## config.mk

```make
export PLATFORM = sky130hd
export DESIGN_NAME = umh_top
export DESIGN_NICKNAME = d
export VERILOG_FILES = /design/src/rtl/umh_pkg.sv /design/src/rtl/umh_chan.sv /design/src/rtl/umh_top.sv
export VERILOG_INCLUDE_DIRS = /design/src /design/src/rtl
export SDC_FILE = /design/constraint.sdc
export NUM_CORES = 1
export LEC_CHECK = 0
export BUFFER_PORTS_ARGS = -buffer_cell sky130_fd_sc_hd__buf_2
export CAP_MARGIN = 15
export CORE_MARGIN = 3
export CORE_UTILIZATION = 37
export DETAILED_ROUTE_END_ITERATION = 10
export HOLD_SLACK_MARGIN = 0.06
export MAX_ROUTING_LAYER = met4
export PLACE_DENSITY_LB_ADDON = 0.25
export SETUP_SLACK_MARGIN = 0.15
export SLEW_MARGIN = 0
export SYNTH_ARGS = -nofsm -noshare
export SYNTH_HDL_FRONTEND = slang
export SYNTH_SLANG_ARGS = --single-unit
```

## constraint.sdc

```tcl
create_clock -name i_clk_sys -period 1.3 [get_ports i_clk_sys]
set_input_delay 0.26 -clock i_clk_sys [delete_from_list [all_inputs] [get_ports i_clk_sys]]
set_output_delay 0.26 -clock i_clk_sys [all_outputs]
set_load 0.03 [all_outputs]
```

## src/rtl/umh_map.svh

```systemverilog
// constants of the modem handshake block
// assumes inclusion by the design files
`ifndef UMH_MAP_SVH
`define UMH_MAP_SVH
`define UMH_MSR_CTS_CHG  0
`define UMH_MSR_DSR_CHG  1
`define UMH_MSR_DCD_CHG  3
`define UMH_MSR_CTS      4
`define UMH_MSR_DSR      5
`define UMH_MSR_DCD      7
`define UMH_MCR_DTR      0
`define UMH_MSR_RST      8'h00
`define UMH_MCR_RST      1'h0
`define UMH_LINE_IDLE    1'h1
`define UMH_FLAG_CLR     1'h0
`endif

```

## src/rtl/umh_pkg.sv

```systemverilog
// types of the modem handshake block
// assumes umh_map.svh is on the include path
package umh_pkg;
  typedef logic [7:0] umh_byte_t;
  typedef struct packed {
    logic cts;
    logic dsr;
    logic dcd;
  } umh_lines_t;
endpackage

```

## src/rtl/umh_chan.sv

```systemverilog
// one channel: status tracking, change flags, terminal ready drive
// assumes modem lines already synchronous to i_clk_sys
`timescale 1ns/10ps
`include "umh_map.svh"
module umh_chan (
  input  wire logic           i_clk_sys,
  input  wire logic           i_rst_b,
  input  wire logic           i_cts_b,
  input  wire logic           i_dsr_b,
  input  wire logic           i_dcd_b,
  input  wire logic           i_msr_rd,
  input  wire logic           i_mcr_dtr,
  input  wire logic           i_loopback,
  input  wire logic           i_ms_int_en,
  output logic                o_dtr_b,
  output umh_pkg::umh_byte_t  o_modem_status_reg,
  output logic                o_irq
);
  import umh_pkg::*;

  typedef struct packed {
    umh_lines_t prev;
    logic       cts_chg;
    logic       dsr_chg;
    logic       dcd_chg;
    logic       dtr_b;
    logic       irq;
    umh_byte_t  modem_status_reg;
  } umh_state_t;

  umh_state_t s_q;
  umh_state_t s_d;
  logic       cts_ev;
  logic       dsr_ev;
  logic       dcd_ev;

  // ==========================================
  // next state
  always_comb begin
    s_d = s_q;
    cts_ev = i_cts_b != s_q.prev.cts;
    dsr_ev = i_dsr_b != s_q.prev.dsr;
    dcd_ev = i_dcd_b != s_q.prev.dcd;
    s_d.prev.cts = i_cts_b;
    s_d.prev.dsr = i_dsr_b;
    s_d.prev.dcd = i_dcd_b;
    s_d.dsr_chg = dsr_ev | (s_q.dsr_chg & ~i_msr_rd);
    s_d.cts_chg = cts_ev | (s_q.cts_chg & ~i_msr_rd);
    s_d.dcd_chg = dcd_ev | (s_q.dcd_chg & ~i_msr_rd);
    s_d.modem_status_reg = `UMH_MSR_RST;
    s_d.modem_status_reg[`UMH_MSR_DSR] = ~i_dsr_b;
    s_d.modem_status_reg[`UMH_MSR_CTS] = ~i_cts_b;
    s_d.modem_status_reg[`UMH_MSR_DCD] = ~i_dcd_b;
    s_d.modem_status_reg[`UMH_MSR_DSR_CHG] = s_d.dsr_chg;
    s_d.modem_status_reg[`UMH_MSR_CTS_CHG] = s_d.cts_chg;
    s_d.modem_status_reg[`UMH_MSR_DCD_CHG] = s_d.dcd_chg;
    s_d.irq = i_ms_int_en & (s_d.dsr_chg | s_d.cts_chg | s_d.dcd_chg);
    s_d.dtr_b = i_loopback ? `UMH_LINE_IDLE : ~i_mcr_dtr;
  end

  // ==========================================
  // registers
  always_ff @(posedge i_clk_sys or negedge i_rst_b) begin
    if (!i_rst_b) begin
      s_q.prev    <= {3{`UMH_LINE_IDLE}};
      s_q.cts_chg <= `UMH_FLAG_CLR;
      s_q.dsr_chg <= `UMH_FLAG_CLR;
      s_q.dcd_chg <= `UMH_FLAG_CLR;
      s_q.dtr_b   <= `UMH_LINE_IDLE;
      s_q.irq     <= `UMH_FLAG_CLR;
      s_q.modem_status_reg     <= `UMH_MSR_RST;
    end else begin
      s_q <= s_d;
    end
  end

  assign o_dtr_b            = s_q.dtr_b;
  assign o_modem_status_reg = s_q.modem_status_reg;
  assign o_irq              = s_q.irq;

  // ==========================================
  // checks
  a_dsr_inverse: assert property (@(posedge i_clk_sys) disable iff (!i_rst_b)
    i_rst_b |=> o_modem_status_reg[`UMH_MSR_DSR] == ~$past(i_dsr_b))
    else $error("set ready bit not inverse of input");
  a_dsr_change: assert property (@(posedge i_clk_sys) disable iff (!i_rst_b)
    $past(i_rst_b) && $changed(i_dsr_b) |=> o_modem_status_reg[`UMH_MSR_DSR_CHG])
    else $error("set ready change not flagged");
  a_irq_follow: assert property (@(posedge i_clk_sys) disable iff (!i_rst_b)
    i_rst_b |-> o_irq == ($past(i_ms_int_en) && (o_modem_status_reg[`UMH_MSR_DSR_CHG]
      || o_modem_status_reg[`UMH_MSR_CTS_CHG] || o_modem_status_reg[`UMH_MSR_DCD_CHG])))
    else $error("interrupt disagrees with flags");
  a_dtr_drive: assert property (@(posedge i_clk_sys) disable iff (!i_rst_b)
    i_rst_b && !i_loopback && i_mcr_dtr |=> !o_dtr_b)
    else $error("terminal ready not active");
  a_dtr_loop: assert property (@(posedge i_clk_sys) disable iff (!i_rst_b)
    i_loopback |=> o_dtr_b)
    else $error("terminal ready active in loopback");
  a_cts_change: assert property (@(posedge i_clk_sys) disable iff (!i_rst_b)
    $past(i_rst_b) && $changed(i_cts_b) |=> o_modem_status_reg[`UMH_MSR_CTS_CHG])
    else $error("clear to send change not flagged");
  a_dcd_change: assert property (@(posedge i_clk_sys) disable iff (!i_rst_b)
    $past(i_rst_b) && $changed(i_dcd_b) |=> o_modem_status_reg[`UMH_MSR_DCD_CHG])
    else $error("carrier change not flagged");
  a_read_clear: assert property (@(posedge i_clk_sys) disable iff (!i_rst_b)
    i_msr_rd && !(i_cts_b != s_q.prev.cts) && !(i_dsr_b != s_q.prev.dsr)
      && !(i_dcd_b != s_q.prev.dcd)
      |=> !o_irq && !s_q.dsr_chg && !s_q.cts_chg && !s_q.dcd_chg)
    else $error("read did not clear flags");
endmodule

```

## src/rtl/umh_top.sv

```systemverilog
// modem handshake logic of two serial channels
// assumes modem inputs synchronous to i_clk_sys; reads pulse one cycle
`timescale 1ns/10ps
`include "umh_map.svh"
// Operation
// - Status bit 5 reads the inverse of the set-ready input.
// - Status bit 1 sets when set-ready changed since the last status read.
// - The interrupt rises when the set-ready change flag is set and enabled.
// - Terminal-ready is driven low while its channel's control bit is 1 and loopback is off, high otherwise.
// - Reset forces terminal-ready high.
// - Loopback holds terminal-ready high.
// - Status bit 4 is inverse clear-to-send, bit 0 flags its change.
// - Status bit 7 is inverse carrier-detect, bit 3 flags its change.
// - The clear-to-send change flag raises the enabled interrupt.
// - The carrier change flag raises the enabled interrupt.
module umh_top (
  input  wire logic                 i_clk_sys,
  input  wire logic                 i_rst_b,
  input  wire logic [1:0]           i_cts_b,
  input  wire logic [1:0]           i_dsr_b,
  input  wire logic [1:0]           i_dcd_b,
  input  wire logic [1:0]           i_msr_rd,
  input  wire logic [1:0]           i_modem_control_reg,
  input  wire logic [1:0]           i_loopback,
  input  wire logic [1:0]           i_ms_int_en,
  output logic [1:0]                o_dtr_b,
  output umh_pkg::umh_byte_t        o_modem_status_reg_0,
  output umh_pkg::umh_byte_t        o_modem_status_reg_1,
  output logic [1:0]                o_irq
);
  import umh_pkg::*;

  // ==========================================
  // channels
  umh_chan u_ch0 (
    .i_clk_sys          (i_clk_sys),
    .i_rst_b            (i_rst_b),
    .i_cts_b            (i_cts_b[0]),
    .i_dsr_b            (i_dsr_b[0]),
    .i_dcd_b            (i_dcd_b[0]),
    .i_msr_rd           (i_msr_rd[0]),
    .i_mcr_dtr          (i_modem_control_reg[0]),
    .i_loopback         (i_loopback[0]),
    .i_ms_int_en        (i_ms_int_en[0]),
    .o_dtr_b            (o_dtr_b[0]),
    .o_modem_status_reg (o_modem_status_reg_0),
    .o_irq              (o_irq[0])
  );
  umh_chan u_ch1 (
    .i_clk_sys          (i_clk_sys),
    .i_rst_b            (i_rst_b),
    .i_cts_b            (i_cts_b[1]),
    .i_dsr_b            (i_dsr_b[1]),
    .i_dcd_b            (i_dcd_b[1]),
    .i_msr_rd           (i_msr_rd[1]),
    .i_mcr_dtr          (i_modem_control_reg[1]),
    .i_loopback         (i_loopback[1]),
    .i_ms_int_en        (i_ms_int_en[1]),
    .o_dtr_b            (o_dtr_b[1]),
    .o_modem_status_reg (o_modem_status_reg_1),
    .o_irq              (o_irq[1])
  );

  // ==========================================
  // channel 0 checks
  a_ch0_dsr_level: assert property (@(posedge i_clk_sys) disable iff (!i_rst_b)
    i_rst_b
    |=> o_modem_status_reg_0[`UMH_MSR_DSR] == !$past(i_dsr_b[0]))
    else $error("channel 0 set ready level wrong");

  a_ch0_cts_level: assert property (@(posedge i_clk_sys) disable iff (!i_rst_b)
    i_rst_b
    |=> o_modem_status_reg_0[`UMH_MSR_CTS] == !$past(i_cts_b[0]))
    else $error("channel 0 clear to send level wrong");

  a_ch0_dcd_level: assert property (@(posedge i_clk_sys) disable iff (!i_rst_b)
    i_rst_b
    |=> o_modem_status_reg_0[`UMH_MSR_DCD] == !$past(i_dcd_b[0]))
    else $error("channel 0 carrier level wrong");

  a_ch0_dsr_flag: assert property (@(posedge i_clk_sys) disable iff (!i_rst_b)
    $past(i_rst_b) && $changed(i_dsr_b[0])
    |=> o_modem_status_reg_0[`UMH_MSR_DSR_CHG])
    else $error("channel 0 set ready change missed");

  a_ch0_cts_flag: assert property (@(posedge i_clk_sys) disable iff (!i_rst_b)
    $past(i_rst_b) && $changed(i_cts_b[0])
    |=> o_modem_status_reg_0[`UMH_MSR_CTS_CHG])
    else $error("channel 0 clear to send change missed");

  a_ch0_dcd_flag: assert property (@(posedge i_clk_sys) disable iff (!i_rst_b)
    $past(i_rst_b) && $changed(i_dcd_b[0])
    |=> o_modem_status_reg_0[`UMH_MSR_DCD_CHG])
    else $error("channel 0 carrier change missed");

  a_ch0_flag_hold: assert property (@(posedge i_clk_sys) disable iff (!i_rst_b)
    i_rst_b && o_modem_status_reg_0[`UMH_MSR_DSR_CHG] && !i_msr_rd[0]
    |=> o_modem_status_reg_0[`UMH_MSR_DSR_CHG])
    else $error("channel 0 set ready change lost");

  a_ch0_read_clear: assert property (@(posedge i_clk_sys) disable iff (!i_rst_b)
    $past(i_rst_b) && i_msr_rd[0] && $stable(i_cts_b[0]) && $stable(i_dsr_b[0])
      && $stable(i_dcd_b[0])
    |=> !o_irq[0] && !o_modem_status_reg_0[`UMH_MSR_CTS_CHG]
      && !o_modem_status_reg_0[`UMH_MSR_DSR_CHG] && !o_modem_status_reg_0[`UMH_MSR_DCD_CHG])
    else $error("channel 0 read left a change flag");

  a_ch0_irq_dsr: assert property (@(posedge i_clk_sys) disable iff (!i_rst_b)
    $past(i_rst_b) && i_ms_int_en[0] && $changed(i_dsr_b[0])
    |=> o_irq[0])
    else $error("channel 0 no interrupt on set ready change");

  a_ch0_irq_cts: assert property (@(posedge i_clk_sys) disable iff (!i_rst_b)
    $past(i_rst_b) && i_ms_int_en[0] && $changed(i_cts_b[0])
    |=> o_irq[0])
    else $error("channel 0 no interrupt on clear to send change");

  a_ch0_irq_dcd: assert property (@(posedge i_clk_sys) disable iff (!i_rst_b)
    $past(i_rst_b) && i_ms_int_en[0] && $changed(i_dcd_b[0])
    |=> o_irq[0])
    else $error("channel 0 no interrupt on carrier change");

  a_ch0_irq_off: assert property (@(posedge i_clk_sys) disable iff (!i_rst_b)
    !i_ms_int_en[0]
    |=> !o_irq[0])
    else $error("channel 0 interrupt while disabled");

  a_ch0_dtr_on: assert property (@(posedge i_clk_sys) disable iff (!i_rst_b)
    i_rst_b && !i_loopback[0] && i_modem_control_reg[0]
    |=> !o_dtr_b[0])
    else $error("channel 0 terminal ready not driven");

  a_ch0_dtr_off: assert property (@(posedge i_clk_sys) disable iff (!i_rst_b)
    !i_modem_control_reg[0]
    |=> o_dtr_b[0])
    else $error("channel 0 terminal ready driven while off");

  a_ch0_dtr_loop: assert property (@(posedge i_clk_sys) disable iff (!i_rst_b)
    i_loopback[0]
    |=> o_dtr_b[0])
    else $error("channel 0 terminal ready driven in loopback");

  a_ch0_dtr_reset: assert property (@(posedge i_clk_sys)
    !i_rst_b
    |-> o_dtr_b[0] && !o_irq[0] && o_modem_status_reg_0 == `UMH_MSR_RST)
    else $error("channel 0 outputs not idle in reset");

  // ==========================================
  // channel 1 checks
  a_ch1_dsr_level: assert property (@(posedge i_clk_sys) disable iff (!i_rst_b)
    i_rst_b
    |=> o_modem_status_reg_1[`UMH_MSR_DSR] == !$past(i_dsr_b[1]))
    else $error("channel 1 set ready level wrong");

  a_ch1_cts_level: assert property (@(posedge i_clk_sys) disable iff (!i_rst_b)
    i_rst_b
    |=> o_modem_status_reg_1[`UMH_MSR_CTS] == !$past(i_cts_b[1]))
    else $error("channel 1 clear to send level wrong");

  a_ch1_dcd_level: assert property (@(posedge i_clk_sys) disable iff (!i_rst_b)
    i_rst_b
    |=> o_modem_status_reg_1[`UMH_MSR_DCD] == !$past(i_dcd_b[1]))
    else $error("channel 1 carrier level wrong");

  a_ch1_dsr_flag: assert property (@(posedge i_clk_sys) disable iff (!i_rst_b)
    $past(i_rst_b) && $changed(i_dsr_b[1])
    |=> o_modem_status_reg_1[`UMH_MSR_DSR_CHG])
    else $error("channel 1 set ready change missed");

  a_ch1_cts_flag: assert property (@(posedge i_clk_sys) disable iff (!i_rst_b)
    $past(i_rst_b) && $changed(i_cts_b[1])
    |=> o_modem_status_reg_1[`UMH_MSR_CTS_CHG])
    else $error("channel 1 clear to send change missed");

  a_ch1_dcd_flag: assert property (@(posedge i_clk_sys) disable iff (!i_rst_b)
    $past(i_rst_b) && $changed(i_dcd_b[1])
    |=> o_modem_status_reg_1[`UMH_MSR_DCD_CHG])
    else $error("channel 1 carrier change missed");

  a_ch1_flag_hold: assert property (@(posedge i_clk_sys) disable iff (!i_rst_b)
    i_rst_b && o_modem_status_reg_1[`UMH_MSR_DSR_CHG] && !i_msr_rd[1]
    |=> o_modem_status_reg_1[`UMH_MSR_DSR_CHG])
    else $error("channel 1 set ready change lost");

  a_ch1_read_clear: assert property (@(posedge i_clk_sys) disable iff (!i_rst_b)
    $past(i_rst_b) && i_msr_rd[1] && $stable(i_cts_b[1]) && $stable(i_dsr_b[1])
      && $stable(i_dcd_b[1])
    |=> !o_irq[1] && !o_modem_status_reg_1[`UMH_MSR_CTS_CHG]
      && !o_modem_status_reg_1[`UMH_MSR_DSR_CHG] && !o_modem_status_reg_1[`UMH_MSR_DCD_CHG])
    else $error("channel 1 read left a change flag");

  a_ch1_irq_dsr: assert property (@(posedge i_clk_sys) disable iff (!i_rst_b)
    $past(i_rst_b) && i_ms_int_en[1] && $changed(i_dsr_b[1])
    |=> o_irq[1])
    else $error("channel 1 no interrupt on set ready change");

  a_ch1_irq_cts: assert property (@(posedge i_clk_sys) disable iff (!i_rst_b)
    $past(i_rst_b) && i_ms_int_en[1] && $changed(i_cts_b[1])
    |=> o_irq[1])
    else $error("channel 1 no interrupt on clear to send change");

  a_ch1_irq_dcd: assert property (@(posedge i_clk_sys) disable iff (!i_rst_b)
    $past(i_rst_b) && i_ms_int_en[1] && $changed(i_dcd_b[1])
    |=> o_irq[1])
    else $error("channel 1 no interrupt on carrier change");

  a_ch1_irq_off: assert property (@(posedge i_clk_sys) disable iff (!i_rst_b)
    !i_ms_int_en[1]
    |=> !o_irq[1])
    else $error("channel 1 interrupt while disabled");

  a_ch1_dtr_on: assert property (@(posedge i_clk_sys) disable iff (!i_rst_b)
    i_rst_b && !i_loopback[1] && i_modem_control_reg[1]
    |=> !o_dtr_b[1])
    else $error("channel 1 terminal ready not driven");

  a_ch1_dtr_off: assert property (@(posedge i_clk_sys) disable iff (!i_rst_b)
    !i_modem_control_reg[1]
    |=> o_dtr_b[1])
    else $error("channel 1 terminal ready driven while off");

  a_ch1_dtr_loop: assert property (@(posedge i_clk_sys) disable iff (!i_rst_b)
    i_loopback[1]
    |=> o_dtr_b[1])
    else $error("channel 1 terminal ready driven in loopback");

  a_ch1_dtr_reset: assert property (@(posedge i_clk_sys)
    !i_rst_b
    |-> o_dtr_b[1] && !o_irq[1] && o_modem_status_reg_1 == `UMH_MSR_RST)
    else $error("channel 1 outputs not idle in reset");

endmodule

```

==> out/qor.csv, run 1 <==
stage;metric;value;unit
sta;fin crit period;1222;ps
synthesis;Synth top area share;40.17;%
worst_setup_path;CP max-delay cell;dfstp_2;
power_and_ir_drop;Comb power frac;23.0;%
grt;all-layer global routing usage;10.33;%
sta;Final Skew;0.3151;ps
routing;DR iter-0 viols;2;
worst_setup_path;Crit path largest cell delay;550;ps
synthesis;most numerous cell in the Yosys netlist;buf_4;
power_and_ir_drop;worst vdd ir;0.7598;mV
clocking;total CTS buffers;3;
synthesis;synthesized instance count;71;
clocking;H-Tree Depth;1;
worst_setup_path;critical path startpoint category;flip-flop;
synthesis;EDFF count, synth;0;
routing;routed vias/inst;4.008;
sta;fmax;818.6;MHz
synthesis;area leader, netlist;dfrtp_1;
grt;pin count of the biggest net entering global routing;23;
die;die area;0.002976;mm2
die;num ports;36;
sta;worst hold slack;85.42;ps
finish;proportion of layout cells with a drive suffix above 1;52.48;%
power_and_ir_drop;sequential power share;55.6;%
synthesis;top_reg_cell synth;dfrtp_1;
synthesis;register area share after synthesis;64.28;%
power_and_ir_drop;Sw Ratio;27.76;%
worst_setup_path;WP buf/inv;1;
clocking;Worst-path clk slew;110;ps
worst_setup_path;critical-path cell list;buf_6;
worst_setup_path;crit path capture type;output port;
synthesis;Ys Warns;0;
worst_setup_path;crit path kind;flip-flop to output port;
power_and_ir_drop;Power Internal;0.0009944;W
routing;drt pass-1 iters;2;
sta;Final Slew Violations;0;
synthesis;library cells used by synthesis;12;
clocking;CTS Sinks;22;
routing;DRT Wirelength;1.332;mm
die;Die X;54.55;um
die;Starting Density;41.49;%
finish;area delta synth->final;31.42;%
sta;setup_tns;0;ps
synthesis;Avg Inst Size Synth;12.28;um2
clocking;worst skew pair latency;290;ps
min_path;Worst Hold Class;input pin to flip-flop;
run_status;outcome;finished clean;
finish;Nets;119;
worst_setup_path;CP top delay family;flip-flops;
routing;DRC violations left;0;
clocking;clock buffer depth;2;
synthesis;Seq cells post-synth;22;
power_and_ir_drop;Pwr per Cell Area;1201;mW/mm2
worst_setup_path;WP data required;1040;ps
placement;I/O Buffers;31;
power_and_ir_drop;Psw;0.0003821;W
synthesis;Post-synth top cells;buf_4, dfrtp_1, inv_1, dfstp_2, xnor2_1;
grt;initial antenna violation count;0;
routing;post-route antenna net violation count;0;
placement;Detail Placement HPWL;895.5;um
die;Die Y;54.55;um
sta;Final setup viols;0;
clocking;CTS root buffer;clkbuf_4;
finish;Ant. Diodes;0;
grt;total grt overflow;0;
grt;first-pass GRT wire length;2.042;mm
routing;vias after detailed routing;513;
synthesis;Syn Std Cell Area;872.1;um2
worst_setup_path;CP arrival;960;ps
synthesis;ranking of synthesized cells by area;dfrtp_1, dfstp_2, buf_4;
sta;period utilization;93.96;%
synthesis;Post-synth ARST share;100.0;%
sta;Final Hold Fails;0;
die;Rows;16;
grt;vias in the first global route;455;
power_and_ir_drop;Clk network pwr share;21.4;%
power_and_ir_drop;LEAKAGE;0.5717;nW
routing;WL/cell;10.41;um
worst_setup_path;Max FO, Critical Path;1;
finish;FILL cells;203;
sta;RSZ-0062 raised after global routing;yes;
die;CORE AREA;0.002102;mm2
placement;RD Place Congestion;0.6219;
job;Max Cap Viol;0;
clocking;CTS tree;yes;
-- power groups by stage --
| stage | Sequential [W] | Combinational, W | Clock [W] |
|---|---|---|---|
| floorplan | 0.000770 | 0.000204 | 0 |
| global placement | 0.000770 | 0.000227 | 0 |
| detailed placement | 0.000771 | 0.000229 | 0 |
| CTS | 0.000760 | 0.000253 | 0.000310 |
| global route | 0.000773 | 0.000343 | 0.000348 |
| finish | 0.000765 | 0.000317 | 0.000294 |
-- cell families after synthesis --
group	Yosys count	share of synthesized area (%)
buffers and inverters	32	22.38
DFF	22	64.28
and+or+nand+nor	2	1.434
AOI/OAI and AO/OA	8	5.452
xor gates and xnor gates	6	6.026
other	1	0.4300
-- placed cells by master (no fill, tap or decap), drive strengths merged --
cell type     n
buf          37
dfrtp        14
inv          10
dfstp         8
dlygate4sd3   7
xnor2         6
o21ai         6
conb          4
clkbuf        3
clkinv        2
o31a          2
nand2b        2
-- final timing paths --
path                                             start                          end  slack [ps]  cells past startpoint
hold / removal                  i_modem_control_reg[0]                u_ch0.o_dtr_b          90                      2
hold reg to reg            u_ch1.o_modem_status_reg[0]  u_ch1.o_modem_status_reg[0]         550                      2
min in group asynchronous                      i_rst_b  u_ch1.o_modem_status_reg[7]         440                      2
setup reg to reg                         u_ch0.s_q[13]                  u_ch0.o_irq         160                      3
setup / recovery                         u_ch1.o_dtr_b                   o_dtr_b[1]          80                      1
max in group asynchronous                      i_rst_b                u_ch0.s_q[13]         510                      2
-- area by class of cell --
class	count	area, um2	share of cell area, %
sequential	22	560.5	48.91
timing repair buffer	44	334.1	29.15
multi-input combinational	20	150.1	13.10
inverter	12	45.04	3.930
tap	27	33.78	2.948
clock buffer	3	22.52	1.965
-- through the flow --
stage	setup WS [ps]	util (%)	total power [W]	cell area, um2	instances
finish	78.46	54.52	0.001376	1146	128
global route	22.99	54.52	0.001464	1146	128
CTS	58.67	47.20	0.001323	992.2	119
detailed placement	143.8	43.87	0.0009997	922.1	112
global placement	163.8	43.87	0.0009970	922.1	112
floorplan	209.4	-	0.0009739	883.3	74
-- what timing repair did --
item,CTS,global route
pin swaps,2,3
endpoints found under the hold margin,14,6
gates resized for setup,7,29
hold buffers,1,6
setup endpoints to repair,5,14
setup buffers,3,3
-- metal layers --
| metal | track usage (%) | up-vias | part of all wire [%] |
|---|---|---|---|
| li1 | - | 250 | - |
| met3 | 2.997 | 2 | 6.6 |
| met4 | 7.469 | 0 | 0.60 |
| met5 | - | - | 0 |
| met1 | 12.87 | 242 | 44 |
| met2 | 14.14 | 19 | 48 |
No activity file was read; power rests on OpenSTA's default activity.
==> run 2: changes to the inputs <==
--- a/config.mk
+++ b/config.mk
@@ -8,6 +8,7 @@
 export LEC_CHECK = 0
 export BUFFER_PORTS_ARGS = -buffer_cell sky130_fd_sc_hd__buf_2
 export CAP_MARGIN = 15
+export CORE_ASPECT_RATIO = 0.9
 export CORE_MARGIN = 3
 export CORE_UTILIZATION = 37
 export DETAILED_ROUTE_END_ITERATION = 10
==> constraint.sdc (replaced) <==
create_clock -name i_clk_sys -period 1.6 [get_ports i_clk_sys]
set_input_delay 0.32 -clock i_clk_sys [delete_from_list [all_inputs] [get_ports i_clk_sys]]
set_output_delay 0.32 -clock i_clk_sys [all_outputs]
set_load 0.03 [all_outputs]
==> run 2 against run 1 <==
Power down 25%. First-iteration DRC count is 50% higher. Global-route usage fell by 1.1 points. Sequential cell count unchanged. Cell area down 17%. Wire length is 8.9% lower. Final cell count shrank 9.4%. Worst setup slack better by 180 ps. Critical path type unchanged. Highest routed layer unchanged. Register-to-register slack improved by 260 ps. Critical path depth unchanged. Critical endpoint unchanged. Clock-buffer cell count stayed put.
==> out/qor.csv, run 2 (same netlist as run 1, synthesis figures left out) <==
stage;metric;value;unit;change
routing;WL/cell;10.47;um;+0.57%
sta;Final Skew;0.4047;ps;+0.08962 ps
finish;proportion of layout cells with a drive suffix above 1;48.31;%;-4.2 points
worst_setup_path;critical-path cell list;buf_2;;
die;num ports;36;;unchanged
routing;vias after detailed routing;452;;-12%
clocking;Setup Fix Bufs, Post-CTS;0;;-3
worst_setup_path;crit path capture type;output port;;
clocking;worst skew pair latency;290;ps;about the same
worst_setup_path;Crit path largest cell delay;540;ps;about the same
run_status;outcome;finished clean;;
min_path;Hold Path Depth;2;;unchanged
grt;all-layer global routing usage;9.270;%;-1.1 points
placement;Detail Placement HPWL;926.6;um;+3.5%
clocking;CTS tree;yes;;
worst_setup_path;critical path depth;1;;unchanged
grt;first-pass GRT wire length;1.980;mm;-3.0%
worst_setup_path;Reg2Reg Depth;3;;unchanged
grt;initial antenna violation count;0;;unchanged
placement;I/O Buffers;31;;unchanged
routing;routed vias/inst;3.897;;-2.8%
routing;post-route antenna net violation count;0;;unchanged
worst_setup_path;CP top delay family;flip-flops;;
sta;Final setup viols;0;;unchanged
routing;DRT Wirelength;1.214;mm;-8.9%
clocking;CTS Sinks;22;;unchanged
finish;area delta synth->final;9.469;%;
sta;Final Slew Violations;0;;unchanged
finish;most frequent cells in the layout;buf_2, dfrtp_1, inv_1;;
clocking;clock buffer depth;2;;unchanged
sta;period utilization;83.68;%;
worst_setup_path;crit path kind;flip-flop to output port;;
min_path;Worst Hold Class;input pin to flip-flop;;
job;Max Cap Viol;0;;unchanged
finish;Ant. Diodes;0;;unchanged
die;Die Y;52.06;um;-4.6%
clocking;H-Tree Depth;1;;unchanged
placement;RD Place Congestion;0.6987;;+12%
routing;DRC violations left;0;;unchanged
die;CORE AREA;0.002202;mm2;+4.8%
power_and_ir_drop;worst vdd ir;0.4975;mV;-35%
finish;Nets;107;;-10%
die;Rows;16;;unchanged
worst_setup_path;Max FO, Critical Path;1;;unchanged
grt;vias in the first global route;421;;-7.5%
worst_setup_path;WP data required;1280;ps;+240 ps
power_and_ir_drop;LEAKAGE;0.4796;nW;-16%
clocking;post-CTS sizing;0;;-7
die;Die X;57.18;um;+4.8%
finish;Cell Count, Final, Fillers Out;116;;-9.4%
sta;worst hold slack;135.7;ps;+50.32 ps
power_and_ir_drop;Pwr per Cell Area;1085;mW/mm2;-9.6%
worst_setup_path;critical path startpoint category;flip-flop;;
routing;DR iter-0 viols;3;;+1
finish;most common cell after layout, fill and taps aside;buf_2;;
sta;RSZ-0062 raised after global routing;no;;
sta;fmax;746.9;MHz;
worst_setup_path;CP max-delay cell;dfstp_2;;
routing;drt pass-1 iters;2;;unchanged
worst_setup_path;WP buf/inv;1;;unchanged
worst_setup_path;CP arrival;1020;ps;+60 ps
finish;cell area after layout;954.7;um2;-17%
sta;fin crit period;1339;ps;
placement;Placed Area;922.1;um2;unchanged
clocking;Hold Buf Count CTS;1;;unchanged
die;Starting Density;39.60;%;-1.9 points
clocking;Worst-path clk slew;110;ps;about the same
sta;setup_tns;0;ps;unchanged
grt;pin count of the biggest net entering global routing;23;;unchanged
grt;total grt overflow;0;;unchanged
sta;Final Hold Fails;0;;unchanged
die;die area;0.002976;mm2;about the same
clocking;CTS root buffer;clkbuf_4;;
clocking;total CTS buffers;3;;unchanged
placement;Cells after DPL;112;;unchanged
==> run 2: cell types whose count changed in the layout (fill, tap and decap cells not counted), moves of 6 or more <==
cell,change
dlygate4sd3_1,-6
buf_2,+12
buf_6,-9
buf_4,-9
==> run 2: metal layers <==
metal	up-vias	global-route usage [%]	wire length [um]
met5	-	-	0
li1	226	-	-
met4	0	6.950	8
met1	207	11.50	537
met2	17	13.69	595
met3	2	1.489	73
==> run 2: report_power, final <==
group / internal [W] / switching, W / leakage, nW
Sequential: 0.000602 / 0.0000147 / 0.242
Clock: 0.0000875 / 0.000147 / 0.0138
Combinational: 0.0000568 / 0.000128 / 0.224
Total: 0.000746 / 0.000290 / 0.480
==> run 2: area by class of cell <==
class | count | area, um2
Fill cell | 212 | 1247
Sequential cell | 22 | 560.5
Tap cell | 27 | 33.78
Multi-Input combinational cell | 20 | 127.6
Inverter | 12 | 45.04
Timing Repair Buffer | 32 | 165.2
Clock buffer | 3 | 22.52
==> run 2: worst paths after layout <==
| path | from | slack [ps] | end |
|---|---|---|---|
| setup / recovery | u_ch1.o_dtr_b | 260 | o_dtr_b[1] |
| hold / removal | i_modem_control_reg[1] | 140 | u_ch1.o_dtr_b |
| setup reg to reg | u_ch0.s_q[15] | 420 | u_ch0.o_irq |
| hold reg to reg | u_ch0.o_modem_status_reg[0] | 550 | u_ch0.o_modem_status_reg[0] |
| max in group asynchronous | i_rst_b | 750 | u_ch1.s_q[15] |
| min in group asynchronous | i_rst_b | 500 | u_ch0.o_irq |
==> run 2: through the flow <==
stage / power, W / worst slack, ps / utilization, %
after floorplan: 0.0007913 / 509.4 / -
after global placement: 0.0008094 / 468.3 / 41.88
after detailed placement: 0.0008140 / 439.7 / 41.88
after CTS: 0.001052 / 243.9 / 43.35
after global routing: 0.001091 / 218.2 / 43.35
final: 0.001036 / 261.2 / 43.35
==> run 3: changes to the inputs <==
==> constraint.sdc (replaced) <==
create_clock -name i_clk_sys -period 1.4 [get_ports i_clk_sys]
set_input_delay 0.28 -clock i_clk_sys [delete_from_list [all_inputs] [get_ports i_clk_sys]]
set_output_delay 0.28 -clock i_clk_sys [all_outputs]
set_load 0.03 [all_outputs]
==> run 3 against run 2 <==
Sequential cell count did not move. Clock power increased by 14%. Power grew 15%. Worst hold slack got worse by 41 ps. Worst setup slack got worse by 110 ps. Non-clock buffer count up 1. Register-to-register slack worse by 200 ps. Critical endpoint unchanged. Largest cell class unchanged.
==> out/qor.csv, run 3 (same netlist as run 1, synthesis figures left out) <==
stage;metric;value;unit;change
routing;post-route antenna net violation count;0;;unchanged
min_path;worst hold start;i_modem_control_reg[1];;
placement;I/O Buffers;31;;unchanged
worst_setup_path;CP max-delay cell;dfstp_2;;
finish;cell area after layout;974.7;um2;+2.1%
routing;DR iter-0 viols;2;;-1
die;Rows;16;;unchanged
clocking;Worst-path clk slew;110;ps;about the same
grt;pin count of the biggest net entering global routing;23;;unchanged
clocking;CTS tree;yes;;
min_path;Hold Path Depth;2;;unchanged
grt;met2 GRT Util;15.02;%;+1.3 points
power_and_ir_drop;LEAKAGE;0.4900;nW;+2.2%
worst_setup_path;critical path startpoint category;flip-flop;;
die;CORE AREA;0.002202;mm2;unchanged
worst_setup_path;critical-path cell list;buf_6;;
grt;Most Crowded Layer GR;met2;;
power_and_ir_drop;worst vdd ir;0.5131;mV;+3.1%
clocking;worst skew pair latency;290;ps;about the same
worst_setup_path;flop2flop setup slack;220;ps;-200 ps
worst_setup_path;crit path kind;flip-flop to output port;;
min_path;Worst Hold End;u_ch1.o_dtr_b;;
finish;most common cell after layout, fill and taps aside;buf_2;;
clocking;clock buffer depth;2;;unchanged
sta;RSZ-0062 raised after global routing;yes;;
power_and_ir_drop;Pwr per Cell Area;1223;mW/mm2;+13%
worst_setup_path;WP buf/inv;1;;unchanged
routing;drt pass-1 iters;2;;unchanged
min_path;Worst Hold Class;input pin to flip-flop;;
sta;Final Hold Fails;0;;unchanged
finish;Nets;108;;+0.93%
sta;fmax;803.4;MHz;
routing;DRT Wirelength;1.239;mm;+2.1%
sta;setup_tns;0;ps;unchanged
worst_setup_path;FF-to-FF End;u_ch0.o_irq;;
worst_setup_path;Crit path largest cell delay;550;ps;about the same
grt;initial antenna violation count;0;;unchanged
finish;most frequent cells in the layout;buf_2, dfrtp_1, inv_1;;
job;Max Cap Viol;0;;unchanged
clocking;total CTS buffers;3;;unchanged
worst_setup_path;CP top delay family;flip-flops;;
finish;proportion of layout cells with a drive suffix above 1;48.89;%;+0.57 points
worst_setup_path;Max FO, Critical Path;1;;unchanged
placement;RD Place Congestion;0.6983;;about the same
die;Die X;57.18;um;unchanged
sta;period utilization;88.91;%;
grt;total grt overflow;0;;unchanged
worst_setup_path;CP arrival;960;ps;-60 ps
clocking;CTS Sinks;22;;unchanged
worst_setup_path;reg2reg start;u_ch0.s_q[15];;
grt;all-layer global routing usage;9.330;%;+0.060 points
worst_setup_path;WP data required;1120;ps;-160 ps
die;Die Y;52.06;um;unchanged
clocking;H-Tree Depth;1;;unchanged
routing;vias after detailed routing;463;;+2.4%
worst_setup_path;critical path depth;1;;unchanged
grt;met1 global-route usage;10.41;%;-1.1 points
finish;Finished Core Util;44.26;%;+0.91 points
routing;WL/cell;10.59;um;+1.2%
placement;Cells after DPL;112;;unchanged
grt;met3 usage;1.737;%;+0.25 points
sta;fin crit period;1245;ps;
die;Starting Density;39.60;%;unchanged
grt;first-pass GRT wire length;1.980;mm;unchanged
clocking;CTS root buffer;clkbuf_4;;
die;die area;0.002976;mm2;unchanged
finish;Cell Count, Final, Fillers Out;117;;+0.86%
finish;Ant. Diodes;0;;unchanged
placement;Detail Placement HPWL;929.9;um;+0.36%
die;num ports;36;;unchanged
worst_setup_path;crit path capture type;output port;;
sta;Final setup viols;0;;unchanged
power_and_ir_drop;Total Power;0.001192;W;+15%
finish;area delta synth->final;11.76;%;
routing;routed vias/inst;3.957;;+1.6%
grt;vias in the first global route;440;;+4.5%
sta;Final Slew Violations;0;;unchanged
worst_setup_path;Reg2Reg Depth;3;;unchanged
sta;Final Skew;0.4045;ps;-0.0001660 ps
run_status;outcome;finished clean;;
placement;Placed Area;922.1;um2;unchanged
routing;DRC violations left;0;;unchanged
run 3: worst max-delay path by stage:
stage	end	startpoint	slack, ps
floorplan	u_ch0.o_irq	u_ch0.s_q[14]	310
global placement	u_ch0.o_irq	u_ch0.s_q[14]	270
global route	o_dtr_b[1]	u_ch1.o_dtr_b	110
CTS	o_dtr_b[1]	u_ch1.o_dtr_b	140
detailed placement	u_ch0.o_irq	u_ch0.s_q[15]	240
finish	o_dtr_b[1]	u_ch1.o_dtr_b	160
run 3: final cells by class:
cell class | count | area, um2
sequential | 22 | 560.5
tap | 27 | 33.78
timing repair buffer | 33 | 185.2
multi-input combinational | 20 | 127.6
inverter | 12 | 45.04
fill | 209 | 1227
clock buffer | 3 | 22.52
run 3: timing repair:
item | CTS | global route
buffers inserted | 0 | 1
endpoints found under the setup margin | 2 | 3
gates resized for setup | 4 | 0
endpoints found under the hold margin | 14 | 0
hold buffers | 1 | 0
run 3: power breakdown:
part | switching, W | total (W) | internal [W]
Combinational | 0.000148 | 0.000220 | 0.0000721
Sequential | 0.0000170 | 0.000705 | 0.000688
Clock | 0.000167 | 0.000267 | 0.000100
Total | 0.000332 | 0.00119 | 0.000860
run 3: metal layers:
metal  vias to the layer above  wire [um]
met5                         -          0
met4                         0          8
met3                         2         71
met2                        17        643
met1                       214        516
li1                        230          -
run 3: stage by stage:
stage	setup WS (ps)	hold slack, ps
2_1_floorplan	309.4	-15.59
6_report	155.3	94.90
5_1_grt	113.9	73.04
4_1_cts	136.2	83.70
3_3_place_gp	268.3	260.5
3_5_place_dp	240.2	265.5
